### src/include/fault_monitor_consts.svh
// constants for the led driver fault monitor: field positions, reset values, counts
`ifndef FAULT_MONITOR_CONSTS_SVH
`define FAULT_MONITOR_CONSTS_SVH

// ----------------------------------------
// status register field positions
// ----------------------------------------
// first status: comp overvoltage ch1/ch2
`define FS1_COMPOV_CH1 0
`define FS1_COMPOV_CH2 1
// second status: overtemp and bootstrap uv per channel
`define FS2_OT_CH1 0
`define FS2_OT_CH2 1
`define FS2_BSTUV_CH1 2
`define FS2_BSTUV_CH2 3
// third status: warning, serial error, analog uv, power cycle, timeout count
`define FS3_WARN 0
`define FS3_SERR 1
`define FS3_AUV 2
`define FS3_PWRCYC 3
`define FS3_WDTO_LO 4
`define FS3_WDTO_HI 5

// ----------------------------------------
// reset values
// ----------------------------------------
`define FS1_RESET 8'h00
`define FS2_RESET 8'h00
`define FS3_RESET 8'h08
`define WD_TAP_RESET 5'h18
`define WARN_LIMIT_RESET 10'h3FF
// lockout value of the channel actions: switching off, comp discharged
`define ACTION_RESET 6'h03

// ----------------------------------------
// widths and timing
// ----------------------------------------
`define WD_COUNTER_BITS 25
`define WD_TAP_MAX 5'h18
`define SYNC_STAGES 2

`endif

### src/include/fault_monitor_pkg.sv
// types shared by the led driver fault monitor files
package fault_monitor_pkg;

	// synchronised analog comparator levels
	typedef struct packed {
		logic [1:0] switch_overtemp;
		logic [1:0] bootstrap_uv;
		logic [1:0] input_uv;
		logic [1:0] comp_ov;
		logic analog_bias_uv;
	} comparator_levels_t;

	// per channel actions toward the power stage
	typedef struct packed {
		logic [1:0] switching_enable;
		logic [1:0] force_low_side;
		logic [1:0] comp_discharge;
	} channel_action_t;

	// one adc result tagged with its source
	typedef enum logic [1:0] {
		ADC_SRC_DIGITAL_BIAS,
		ADC_SRC_LIMP_HOME,
		ADC_SRC_TEMPERATURE,
		ADC_SRC_OTHER
	} adc_source_t;

	typedef enum logic [1:0] {
		OP_NORMAL,
		OP_STAND_ALONE,
		OP_LIMP_HOME
	} op_mode_t;

endpackage

### src/design/comparator_sync.sv
// two-stage synchroniser for a vector of analog comparator levels
`timescale 1ns/10ps
module comparator_sync #(
	parameter int WIDTH = 9
) (
	// clock and reset
	input wire logic clk,
	input wire logic rst_n,
	// levels
	input wire logic [WIDTH-1:0] async_level,
	output logic [WIDTH-1:0] sync_level
);

	logic [WIDTH-1:0] stage_one;
	logic [WIDTH-1:0] next_stage_one;
	logic [WIDTH-1:0] next_sync_level;

	always_comb begin
		next_stage_one = async_level;
		next_sync_level = stage_one;
	end

	always_ff @(posedge clk or negedge rst_n) begin
		if (!rst_n) begin
			stage_one <= '0;
			sync_level <= '0;
		end else begin
			stage_one <= next_stage_one;
			sync_level <= next_sync_level;
		end
	end

endmodule

### src/design/comm_watchdog.sv
// communication watchdog with selectable tap and 2-bit timeout count
`timescale 1ns/10ps
`include "fault_monitor_consts.svh"
module comm_watchdog (
	// clock and reset
	input wire logic clk,
	input wire logic rst_n,
	// control
	input wire logic watchdog_enable,
	input wire logic [4:0] watchdog_tap_select,
	input wire logic spi_activity,
	// result
	output logic expired,
	output logic [1:0] watchdog_timeout_count
);

	logic [`WD_COUNTER_BITS-1:0] counter;
	logic [`WD_COUNTER_BITS-1:0] next_counter;
	logic next_expired;
	logic [1:0] next_watchdog_timeout_count;
	logic tap_hit;

	always_comb begin
		// taps past the top bit fall back to the top bit instead of reading off the end
		tap_hit = (watchdog_tap_select > `WD_TAP_MAX) ? counter[`WD_COUNTER_BITS-1] : counter[watchdog_tap_select];
		next_counter = counter + `WD_COUNTER_BITS'(1);
		next_expired = 1'b0;
		next_watchdog_timeout_count = watchdog_timeout_count;
		if (!watchdog_enable || spi_activity) begin
			next_counter = '0;
		end else if (tap_hit) begin
			// restart after each expiry; count saturates at three
			next_counter = '0;
			next_expired = 1'b1;
			if (watchdog_timeout_count != 2'h3) begin
				next_watchdog_timeout_count = watchdog_timeout_count + 2'h1;
			end
		end
	end

	always_ff @(posedge clk or negedge rst_n) begin
		if (!rst_n) begin
			counter <= '0;
			expired <= 1'b0;
			watchdog_timeout_count <= 2'h0;
		end else begin
			counter <= next_counter;
			expired <= next_expired;
			watchdog_timeout_count <= next_watchdog_timeout_count;
		end
	end

endmodule

### src/design/led_driver_fault_monitor.sv
// fault flags, channel actions and measurement capture of a dual led buck driver
`timescale 1ns/10ps
`include "fault_monitor_consts.svh"

// Operation
// - bias supply stored as 8-bit code
// - limp-home input 10-bit, stored, used as reference
// - temperature 10-bit, refreshed on low-byte read
// - warning flag when temperature exceeds limit[9:2]
// - switch overtemp shuts channel, sets flag
// - serial error sets serial error flag
// - watchdog expiry counts, enters fallback mode
// - digital bias lockout resets logic, sets power-cycle
// - analog bias uv disables switching, sets flag
// - input uv stops channel, no flag
// - bootstrap uv forces low side, sets flag
// - comp overvoltage flag, diagnostic only
// - status read clears vanished faults at end
// - power-cycle flag cleared by third status read
module led_driver_fault_monitor (
	// clock and reset (reset is the digital bias lockout)
	input wire logic clk,
	input wire logic rst_n,
	// analog comparator levels, asynchronous
	input wire logic [1:0] switch_overtemp,
	input wire logic [1:0] bootstrap_uv,
	input wire logic [1:0] input_uv,
	input wire logic [1:0] comp_ov,
	input wire logic analog_bias_uv,
	// adc results
	input wire logic adc_valid,
	input wire fault_monitor_pkg::adc_source_t adc_source,
	input wire logic [9:0] adc_data,
	// serial interface events
	input wire logic serial_error,
	input wire logic spi_activity,
	input wire logic read_done_first,
	input wire logic read_done_second,
	input wire logic read_done_third,
	input wire logic read_die_temp_low,
	// configuration
	input wire logic [1:0] channel_enable,
	input wire logic [9:0] thermal_warning_limit,
	input wire logic watchdog_enable,
	input wire logic [4:0] watchdog_tap_select,
	input wire logic limp_home_select,
	// measurement registers
	output logic [7:0] digital_bias_supply,
	output logic [7:0] limp_ref_low_byte,
	output logic [7:0] limp_ref_high_byte,
	output logic [7:0] die_temp_low_byte,
	output logic [7:0] die_temp_high_byte,
	output logic [9:0] current_reference,
	// status registers
	output logic [7:0] fault_status_first,
	output logic [7:0] fault_status_second,
	output logic [7:0] fault_status_third,
	// power stage actions and mode
	output fault_monitor_pkg::channel_action_t channel_action,
	output fault_monitor_pkg::op_mode_t op_mode
);

	// ----------------------------------------
	// synchronised comparators
	// ----------------------------------------
	fault_monitor_pkg::comparator_levels_t raw_levels;
	fault_monitor_pkg::comparator_levels_t levels;

	assign raw_levels = '{switch_overtemp: switch_overtemp, bootstrap_uv: bootstrap_uv,
		input_uv: input_uv, comp_ov: comp_ov, analog_bias_uv: analog_bias_uv};

	// flags and actions trail the pins by three edges: two sync flops, one register
	comparator_sync #(
		.WIDTH($bits(fault_monitor_pkg::comparator_levels_t))
	) u_sync (
		.clk(clk),
		.rst_n(rst_n),
		.async_level(raw_levels),
		.sync_level(levels)
	);

	// ----------------------------------------
	// watchdog
	// ----------------------------------------
	logic wd_expired;
	logic [1:0] wd_count;

	// expiry is a one-cycle pulse; the mode change follows it one edge later
	comm_watchdog u_watchdog (
		.clk(clk),
		.rst_n(rst_n),
		.watchdog_enable(watchdog_enable),
		.watchdog_tap_select(watchdog_tap_select),
		.spi_activity(spi_activity),
		.expired(wd_expired),
		.watchdog_timeout_count(wd_count)
	);

	// ----------------------------------------
	// sticky flags with clear-on-read
	// ----------------------------------------
	// a flag survives a read while its condition is still present, and a new
	// event in the clearing cycle also wins because set is applied last
	function automatic logic sticky(input logic cur, input logic cond, input logic rd);
		logic v;
		v = cur;
		if (rd && !cond) begin
			v = 1'b0;
		end
		if (cond) begin
			v = 1'b1;
		end
		return v;
	endfunction

	// ----------------------------------------
	// measurement capture and flag next values
	// ----------------------------------------
	logic [9:0] live_temp;
	logic [9:0] next_live_temp;
	logic [9:0] held_temp;
	logic [9:0] next_held_temp;
	logic [9:0] limp_ref;
	logic [9:0] next_limp_ref;
	logic [7:0] next_digital_bias_supply;
	logic [7:0] next_first;
	logic [7:0] next_second;
	logic [7:0] next_third;
	logic warn_cond;
	logic next_serial_err;
	logic serial_err;

	always_comb begin
		next_live_temp = live_temp;
		next_limp_ref = limp_ref;
		next_digital_bias_supply = digital_bias_supply;
		if (adc_valid) begin
			case (adc_source)
				fault_monitor_pkg::ADC_SRC_DIGITAL_BIAS: begin
					// 8 msbs of the conversion, 5.33/255 v per step
					next_digital_bias_supply = adc_data[9:2];
				end
				fault_monitor_pkg::ADC_SRC_LIMP_HOME: begin
					next_limp_ref = adc_data;
				end
				fault_monitor_pkg::ADC_SRC_TEMPERATURE: begin
					next_live_temp = adc_data;
				end
				default: begin
				end
			endcase
		end
		// held copy changes only on a low-byte read so high byte stays coherent
		next_held_temp = read_die_temp_low ? live_temp : held_temp;
		warn_cond = live_temp[9:2] > thermal_warning_limit[9:2];
		next_serial_err = serial_error;

		next_first = fault_status_first;
		next_first[`FS1_COMPOV_CH1] = sticky(fault_status_first[`FS1_COMPOV_CH1],
			levels.comp_ov[0], read_done_first);
		next_first[`FS1_COMPOV_CH2] = sticky(fault_status_first[`FS1_COMPOV_CH2],
			levels.comp_ov[1], read_done_first);

		next_second = fault_status_second;
		next_second[`FS2_OT_CH1] = sticky(fault_status_second[`FS2_OT_CH1],
			levels.switch_overtemp[0], read_done_second);
		next_second[`FS2_OT_CH2] = sticky(fault_status_second[`FS2_OT_CH2],
			levels.switch_overtemp[1], read_done_second);
		next_second[`FS2_BSTUV_CH1] = sticky(fault_status_second[`FS2_BSTUV_CH1],
			levels.bootstrap_uv[0], read_done_second);
		next_second[`FS2_BSTUV_CH2] = sticky(fault_status_second[`FS2_BSTUV_CH2],
			levels.bootstrap_uv[1], read_done_second);

		next_third = fault_status_third;
		next_third[`FS3_WARN] = sticky(fault_status_third[`FS3_WARN], warn_cond, read_done_third);
		next_third[`FS3_SERR] = sticky(fault_status_third[`FS3_SERR], serial_err, read_done_third);
		next_third[`FS3_AUV] = sticky(fault_status_third[`FS3_AUV],
			levels.analog_bias_uv, read_done_third);
		// power-cycle is set only by reset, so a read always clears it
		next_third[`FS3_PWRCYC] = read_done_third ? 1'b0 : fault_status_third[`FS3_PWRCYC];
		// the timeout count is a live copy of the watchdog; a read leaves it alone
		next_third[`FS3_WDTO_HI:`FS3_WDTO_LO] = wd_count;
	end

	always_ff @(posedge clk or negedge rst_n) begin
		if (!rst_n) begin
			live_temp <= 10'h000;
			held_temp <= 10'h000;
			limp_ref <= 10'h000;
			digital_bias_supply <= 8'h00;
			serial_err <= 1'b0;
			// only the power-cycle flag comes out of lockout set
			fault_status_first <= `FS1_RESET;
			fault_status_second <= `FS2_RESET;
			fault_status_third <= `FS3_RESET;
		end else begin
			live_temp <= next_live_temp;
			held_temp <= next_held_temp;
			limp_ref <= next_limp_ref;
			digital_bias_supply <= next_digital_bias_supply;
			serial_err <= next_serial_err;
			fault_status_first <= next_first;
			fault_status_second <= next_second;
			fault_status_third <= next_third;
		end
	end

	// ----------------------------------------
	// byte views of the measurements
	// ----------------------------------------
	// the two top bits sit alone in the high byte; its upper bits read as zero
	function automatic logic [7:0] low_byte(input logic [9:0] v);
		return v[7:0];
	endfunction

	function automatic logic [7:0] high_byte(input logic [9:0] v);
		return {6'h00, v[9:8]};
	endfunction

	logic [7:0] next_limp_low;
	logic [7:0] next_limp_high;
	logic [7:0] next_temp_low;
	logic [7:0] next_temp_high;

	always_comb begin
		next_limp_low = low_byte(next_limp_ref);
		next_limp_high = high_byte(next_limp_ref);
		next_temp_low = low_byte(next_held_temp);
		next_temp_high = high_byte(next_held_temp);
	end

	always_ff @(posedge clk or negedge rst_n) begin
		if (!rst_n) begin
			limp_ref_low_byte <= 8'h00;
			limp_ref_high_byte <= 8'h00;
			die_temp_low_byte <= 8'h00;
			die_temp_high_byte <= 8'h00;
		end else begin
			limp_ref_low_byte <= next_limp_low;
			limp_ref_high_byte <= next_limp_high;
			die_temp_low_byte <= next_temp_low;
			die_temp_high_byte <= next_temp_high;
		end
	end

	// ----------------------------------------
	// operating mode
	// ----------------------------------------
	fault_monitor_pkg::op_mode_t next_op_mode;
	logic [9:0] next_current_reference;

	always_comb begin
		next_op_mode = op_mode;
		case (op_mode)
			fault_monitor_pkg::OP_NORMAL: begin
				if (wd_expired) begin
					next_op_mode = limp_home_select ? fault_monitor_pkg::OP_LIMP_HOME
						: fault_monitor_pkg::OP_STAND_ALONE;
				end
			end
			// an expiry while already in a fallback mode leaves the mode as it is; only the timeout count still advances
			fault_monitor_pkg::OP_STAND_ALONE, fault_monitor_pkg::OP_LIMP_HOME: begin
				// serial traffic returns control to the host
				if (spi_activity) begin
					next_op_mode = fault_monitor_pkg::OP_NORMAL;
				end
			end
			default: begin
				next_op_mode = fault_monitor_pkg::OP_NORMAL;
			end
		endcase
		next_current_reference = (op_mode == fault_monitor_pkg::OP_LIMP_HOME) ? limp_ref : 10'h000;
	end

	always_ff @(posedge clk or negedge rst_n) begin
		if (!rst_n) begin
			op_mode <= fault_monitor_pkg::OP_NORMAL;
			current_reference <= 10'h000;
		end else begin
			op_mode <= next_op_mode;
			current_reference <= next_current_reference;
		end
	end

	// ----------------------------------------
	// channel actions
	// ----------------------------------------
	fault_monitor_pkg::channel_action_t next_action;

	always_comb begin
		next_action = '0;
		for (int ch = 0; ch < 2; ch++) begin
			// comp overvoltage deliberately absent: it is diagnostic only
			next_action.switching_enable[ch] = channel_enable[ch] && !levels.switch_overtemp[ch]
				&& !levels.input_uv[ch] && !levels.analog_bias_uv;
			next_action.force_low_side[ch] = levels.bootstrap_uv[ch];
			next_action.comp_discharge[ch] = levels.analog_bias_uv || levels.switch_overtemp[ch];
		end
	end

	always_ff @(posedge clk or negedge rst_n) begin
		if (!rst_n) begin
			// lockout: switching off, comp node discharged
			channel_action <= `ACTION_RESET;
		end else begin
			channel_action <= next_action;
		end
	end

endmodule

### config.mk
export PLATFORM = sky130hd
export DESIGN_NAME = led_driver_fault_monitor
export DESIGN_NICKNAME = d
export VERILOG_FILES = /design/src/include/fault_monitor_pkg.sv /design/src/design/comparator_sync.sv /design/src/design/comm_watchdog.sv /design/src/design/led_driver_fault_monitor.sv
export VERILOG_INCLUDE_DIRS = /design/src /design/src/include
export SDC_FILE = /design/constraint.sdc
export NUM_CORES = 1
export LEC_CHECK = 0
export ABC_AREA = 1
export BUFFER_PORTS_ARGS = -buffer_cell sky130_fd_sc_hd__buf_2
export CAP_MARGIN = 15
export CORE_MARGIN = 4
export CORE_UTILIZATION = 48
export DETAILED_ROUTE_END_ITERATION = 10
export GPL_ROUTABILITY_DRIVEN = 0
export PLACE_DENSITY_LB_ADDON = 0.1
export RECOVER_POWER = 25
export SYNTH_ARGS = -nofsm -noshare
export SYNTH_HDL_FRONTEND = slang
export SYNTH_SLANG_ARGS = --single-unit
### constraint.sdc
create_clock -name clk -period 1.3 [get_ports clk]
set_input_delay 0.13 -clock clk [delete_from_list [all_inputs] [get_ports clk]]
set_output_delay 0.13 -clock clk [all_outputs]
set_load 0.05 [all_outputs]
# --- After elaboration in Yosys (flattened, before gate mapping) ---
# Cells that the tools add are included.
word_totals:
  wordCells: 122
  output_inout_bits: 82
  ff_bits: 135
op_classes:
  muxes: 33
  n_bitwise: 1
  n_eq_ne: 7
  order_cmp: 3
  n_reduce_logical: 46
  n_addsub: 2
op_table:
  columns: ["op", "n"]
  rows:
  - ["2-to-1 mux 25 bit", 2]
  - ["2-to-1 mux 10 bit", 4]
  - ["adder 25 x 1 -> 25 bit, second input constant", 1]
  - ["2-to-1 mux 1 bit", 22]
  - ["nonzero test 2 bit", 9]
  - ["logical AND 1 bit", 15]
  - ["zero test 1 bit", 12]
  - ["greater-than comparator 8 bit", 1]
  - ["< comparator 5 x 6 -> 1 bit, second input constant", 1]
  - ["2-to-1 mux 2 bit", 3]
  - ["AND reduction 2 bit", 3]
  - ["binary-select mux 1 bit (select 5 bit)", 1]
  - ["greater-than comparator 5 bit, second input constant", 1]
  - ["equality test 2 x 1 -> 1 bit, second input constant", 2]
  - ["equality test 2 bit, second input constant", 2]
  - ["zero test 2 bit", 2]
  - ["inequality test 2 bit, second input constant", 2]
  - ["case mux 2 bit (2 select lines)", 1]
  - ["logical OR 1 bit", 3]
  - ["AND reduction 3 bit", 1]
  - ["adder 2 x 1 -> 2 bit, second input constant", 1]
  - ["inequality test 2 x 1 -> 1 bit, second input constant", 1]
  - ["OR reduction 2 bit", 1]
  - ["inverter 1 bit", 1]

# --- Longest topological paths before layout ---
depth:
  depth_word: 5
  depth_mapped: 12
  ltp_nobuf: 10

# --- By module ---
# From an unflattened synthesis, not the netlist that was laid out.
unflattened:
  hier_cells: 545
  area_unflattened_um2: 5196.2
modules_own_cells:
  columns: ["mod", "instances", "area_each_um2", "cells_each"]
  rows:
  - ["led_driver_fault_monitor", 1, 2922.8, 280]
  - ["comm_watchdog", 1, 1823.0, 247]
  - ["comparator_sync", 1, 450.4, 18]

# --- Worst setup path before layout ---
# Ideal clock, no wire load.
synth_path:
  path_type: "reg-to-reg"
  from: "register op_mode[0]"
  to: "register op_mode[0]"
  required_ns: 1.205
  t_arrival_ns: 1.417
  path_buffers: 0
  synth_period_minus_slack_ns: 1.513
  setup_time_ns: 0.095
  stages_incl_launch_ff: 7
  setup_slack_ns: -0.213
  path_cell_list: "dfrtp_1 > inv_1 > ha_1 > inv_1 > o22ai_1 > nand2_1 > o31ai_1"
synth_via:
  elab_chain_cells: 4
  word_cells_on_any_way: 8
  classes_between: "eq/ne (4); mux (1); reduce/logical (3)"
synth_rtl:
  columns: ["element", "line_no", "source"]
  rows:
  - ["from (decl)", "led_driver_fault_monitor.sv:60", "output fault_monitor_pkg::op_mode_t op_mode"]
  - ["from (signal assigned)", "led_driver_fault_monitor.sv:277", "op_mode <= fault_monitor_pkg::OP_NORMAL;"]
  - ["from (signal assigned)", "led_driver_fault_monitor.sv:280", "op_mode <= next_op_mode;"]
  - ["equality test 2 bit / equality test 2 x 1 -> 1 bit (equally long branches)", "led_driver_fault_monitor.sv:254", "case (op_mode)"]
  - ["OR reduction 2 bit", "led_driver_fault_monitor.sv:254", null]
  - ["inequality test 2 bit (no line)", null, null]
  - ["AND reduction 2 bit (no line)", null, null]
# Parallel ways exist; a longest one is shown, timed or not.
# A chain may end at the register's enable or synchronous reset.

# --- Worst setup path in the final report ---
layout_path:
  from: "register u_watchdog.counter[1]"
  to: "register u_watchdog.counter[20]"
layout_via:
  elab_chain_cells: 5
  word_cells_on_any_way: 6
  classes_between: "add/sub (1); mux (5)"
layout_rtl:
  columns: ["element", "line_no", "source"]
  rows:
  - ["from (decl)", "comm_watchdog.sv:17", "logic [`WD_COUNTER_BITS-1:0] counter;"]
  - ["from (signal assigned)", "comm_watchdog.sv:47", "counter <= next_counter;"]
  - ["branches (longest 3 deep; another with adder 25 x 1 -> 25 bit)", null, null]
  - ["2-to-1 mux 25 bit (*)", "comm_watchdog.sv:31", "end else if (tap_hit) begin"]
  - ["2-to-1 mux 25 bit (*)", "comm_watchdog.sv:29", "if (!watchdog_enable || spi_activity) begin"]
  - ["named net u_watchdog.next_counter[20]", "comm_watchdog.sv:18", "logic [`WD_COUNTER_BITS-1:0] next_counter;"]
# Mark *: on every way through the listed nets, which the timed path passes. The select of a mux whose other input is x is not followed.

==> reports/summary.md <==
For the maximum clock skew at final layout, the log shows 13.74 ps. The top cell type by total area after synthesis was sky130_fd_sc_hd__dfrtp_1. The number of clock sinks was 115. The tools report the achievable clock frequency as 668.5 MHz. Share of the synthesized area in compound gates (AO/OA/AOI/OAI): 0.05457.

The maximum buffer depth of the clock tree is 2. Synthesis inferred 115 register bits. Synthesis handed over a netlist of 535 instances.

The headroom to the max-slew limit came out at 0.4837. Antenna cell count: 0. The area of the die is 12320 sq um, and the synthesized-area fraction occupied by xor and xnor cells is 0.03441.

The mux cell area share after synthesis came out at 0.01991. From synthesis to final layout, the design area changed by 52.56%. The tools report the initial cell density of the core as 0.4930. After synthesis, the largest family of logic cells by area is simple AND/OR/NAND/NOR gates. For this run, the number of Yosys warnings is 0. For this block, the routed nets add up to 14.11 mm of wire. The H-tree was split into 4 levels. Counting the buffers created by CTS gives 17. The detailed-route wire length per cell is 15.72 microns. The count of non-filler cells in the finished layout came out at 898. Setup repair after global routing could not meet its margin everywhere. At the worst endpoint, the required time is 1700 ps. Once placement finished, the instance area stood at 6171 sq um. Ranked by total cell area, the synthesized netlist is headed by sky130_fd_sc_hd__dfrtp_1, sky130_fd_sc_hd__nand2_1, sky130_fd_sc_hd__inv_1.

The worst setup path is of the reg -> reg kind. The residual DRC count came out at 0. Setup violations remaining at the end of the flow were counted as 31. The logs give 0.355 for the relative contribution of sequential cells to total power and 3.894 nW for the cell leakage power.

Pin placement for this block handled 131 I/O pins. At the worst endpoint, the arrival time is 1890 ps. The switching portion of total power came out at 0.3297. The run gives 0 as the total count of hold-check failures in the final report. The die is 111.0 microns wide. For the max-cap check violation count, the log shows 0. For the setup slack after layout, the log shows -195.9 ps. The register area share after synthesis came out at 0.5661. Among all flip-flop cells after synthesis, the most frequent one is sky130_fd_sc_hd__dfrtp_1. The root buffer cell chosen for the clock tree is sky130_fd_sc_hd__clkbuf_8.

For the setup slack of the worst register-to-register path, the log shows -200 ps. The internal portion of the total power is 8.050 mW. The pin slew with the least headroom to its limit came out at 774.5 ps.

Wire length of the first global-routing pass: 21.61 mm. TritonCTS built the clock tree. For this block, the via count after detailed routing is 4300. The tools report the element type at the critical path start as a flip-flop. The classification of the worst-slack hold path is in -> reg. The port buffer count works out to 104.

The cell area after synthesis came out at 5090 sq um. The share of Yosys cell area claimed by the top area cell type is 0.5506, and the net switching power is 3.960 mW. The post-route standard cell area excluding fillers is 7765 sq um. The run gives -235.7 ps as the pre-CTS setup slack.

In the routed layout, each cell is associated on average with a via count of 4.788. For the final routed database, the setup TNS stands at -4071 ps. The checks that failed: negative setup slack.

The number of antenna violations at the first check in global routing was 0; the number of DRC markers in iteration 0 was 262. The average size of a mapped cell was 9.514 sq um. The tools report the overflow left after global routing as 0. For the number of different library cells in the post-synthesis netlist, the log shows 27. The synthesized design contains 0 enable-type register cells.

Entering global routing, the biggest net connects 31 pins. Number of global-route vias before repair: 4354. The area share of fa/ha/maj cells after synthesis is 0.02950, and the part of the total power dissipated in the clock network is 0.399. The largest voltage drop on the vdd net was 996.8 uV.

Worst-path maximum fanout: 4. The clock reaches the later pin of the worst-skew pair after 520 ps. The final number of max-transition violations came out at 0. The run finished, with violations left.

Row count: 37. The die boundary height came out at 111.0 microns. The post-route worst hold slack is 75.62 ps. The power per cell area is 1547 nW/um^2, and the fraction of final layout cells sized beyond drive strength 1 is 0.4226. The HPWL after detailed placement is 8.975 mm. The total global routing track utilization was 0.2194. After layout, the minimum clock period comes to 1496 ps.

The post-synthesis simple-gate area fraction works out to 0.1893. The share of async-settable or async-resettable flops after synthesis is 1.000. The area of the core came out at 10320 sq um. STA classifies the critical path endpoint as a flip-flop.

The count of nets left with antenna violations once routing finished came out at 0. The first TritonRoute pass finished after 4 iterations. Ratio of final minimum period to clock period: 1.151. The number of nets in the finished design was 810; the clock transition at the registers of the reported paths was 60 ps. For the portion of total power attributed to combinational logic, the log shows 0.246. Number of cells in the design after placement: 824.
registers in the layout (all words and copies together) (netlist names), 2 cells and up:
register and flops:
limp_ref 2, digital_bias_supply 8, held_temp 2, op_mode 2
fault_status_second 4, limp_ref_low_byte 7, u_sync.sync_level 9, live_temp 10
current_reference 10, channel_action 6, u_sync.next_sync_level 9, u_watchdog.counter 25
fault_status_third 6, u_watchdog.watchdog_timeout_count 2, fault_status_first 2, die_temp_low_byte 7
cell families (layout without fill, tap and decap cells):
logic type,after synthesis,in the layout
other cells,1,24
buf+inv,112,316
fa+ha+maj,12,12
mux,9,9
compound gates,52,52
flops,115,115
xor+xnor,20,20
simple gates,214,214
power by group through the flow:
stage	Clock, mW	Sequential (mW)	Combinational, mW
after floorplan	0	5.27	0.814
after global placement	0	4.26	2.47
after detailed placement	0	4.28	2.53
after CTS	4.88	4.23	2.73
after global routing	5.07	4.31	3.15
final	4.79	4.26	2.95
cell usage after synthesis, drive strengths merged, types with 7 or more instances:
library cell,count
nor2,52
buf,28
xor2,15
nand3,27
ha,12
inv,77
nand2,114
nand4,10
nor3,8
o21ai,38
clkbuf,7
mux2,9
dfrtp,112
through the flow:
step                      power (mW)    util
after CTS                      11.84  0.7089
after detailed placement       6.809  0.5977
after floorplan                6.083       -
final                          12.01  0.7522
after global placement         6.733  0.5977
after global routing           12.53  0.7522
path summary, 6_finish.rpt:
path | start | to | cells past startpoint
max | u_watchdog.counter[1] | u_watchdog.counter[20] | 8
min | watchdog_enable | u_watchdog.expired | 5
max reg2reg | u_watchdog.counter[1] | u_watchdog.counter[20] | 8
min reg2reg | u_sync.next_sync_level[8] | u_sync.sync_level[8] | 0
max in group asynchronous | rst_n | u_sync.sync_level[2] | 3
min in group asynchronous | rst_n | fault_status_third[2] | 2
critical path, stage by stage (launching register included):
cell and delay [ps]:
sky130_fd_sc_hd__dfrtp_1 400, sky130_fd_sc_hd__ha_2 210, sky130_fd_sc_hd__nand2_2 70, sky130_fd_sc_hd__nor2_4 140, sky130_fd_sc_hd__nand2_4 100, sky130_fd_sc_hd__inv_4 100, sky130_fd_sc_hd__nand4_1 90, sky130_fd_sc_hd__xor2_1 200
sky130_fd_sc_hd__nor2_2 60
placed cells by master (no fill, tap or decap), drive strengths merged, types with 15 or more instances in the layout:
| cell type | instances |
|---|---|
| nand2 | 114 |
| inv | 77 |
| nand3 | 27 |
| dfrtp | 112 |
| xor2 | 15 |
| buf | 166 |
| clkbuf | 31 |
| nor2 | 52 |
| o21ai | 38 |
| conb | 24 |
| dlygate4sd3 | 29 |
routing by layer:
metal / vias to the layer above / global-route usage / share of wire
met2: 146 / 0.3637 / 0.51
met4: 0 / 0.07718 / 0.021
met5: - / 0 / 0
met1: 2071 / 0.2783 / 0.41
met3: 29 / 0.05841 / 0.054
li1: 2054 / - / -
timing repair:
item / CTS / global route
resized for setup: 55 / 87
gates cloned: 1 / 1
setup endpoints to repair: 45 / 42
setup buffers: 6 / 6
hold endpoints to repair: 168 / 0
pin swaps: 13 / 36
hold buffers: 29 / 0
layout make-up:
type / count / area [sq um]
Fill cell: 659 / 2559
Clock buffer: 19 / 431.7
Sequential cell: 115 / 2887
Timing Repair Buffer: 207 / 1556
Inverter: 77 / 291.5
Clock inverter: 13 / 183.9
Multi-Input combinational cell: 331 / 2245
Tap cell: 136 / 170.2
(Power assumes the default switching activity.)
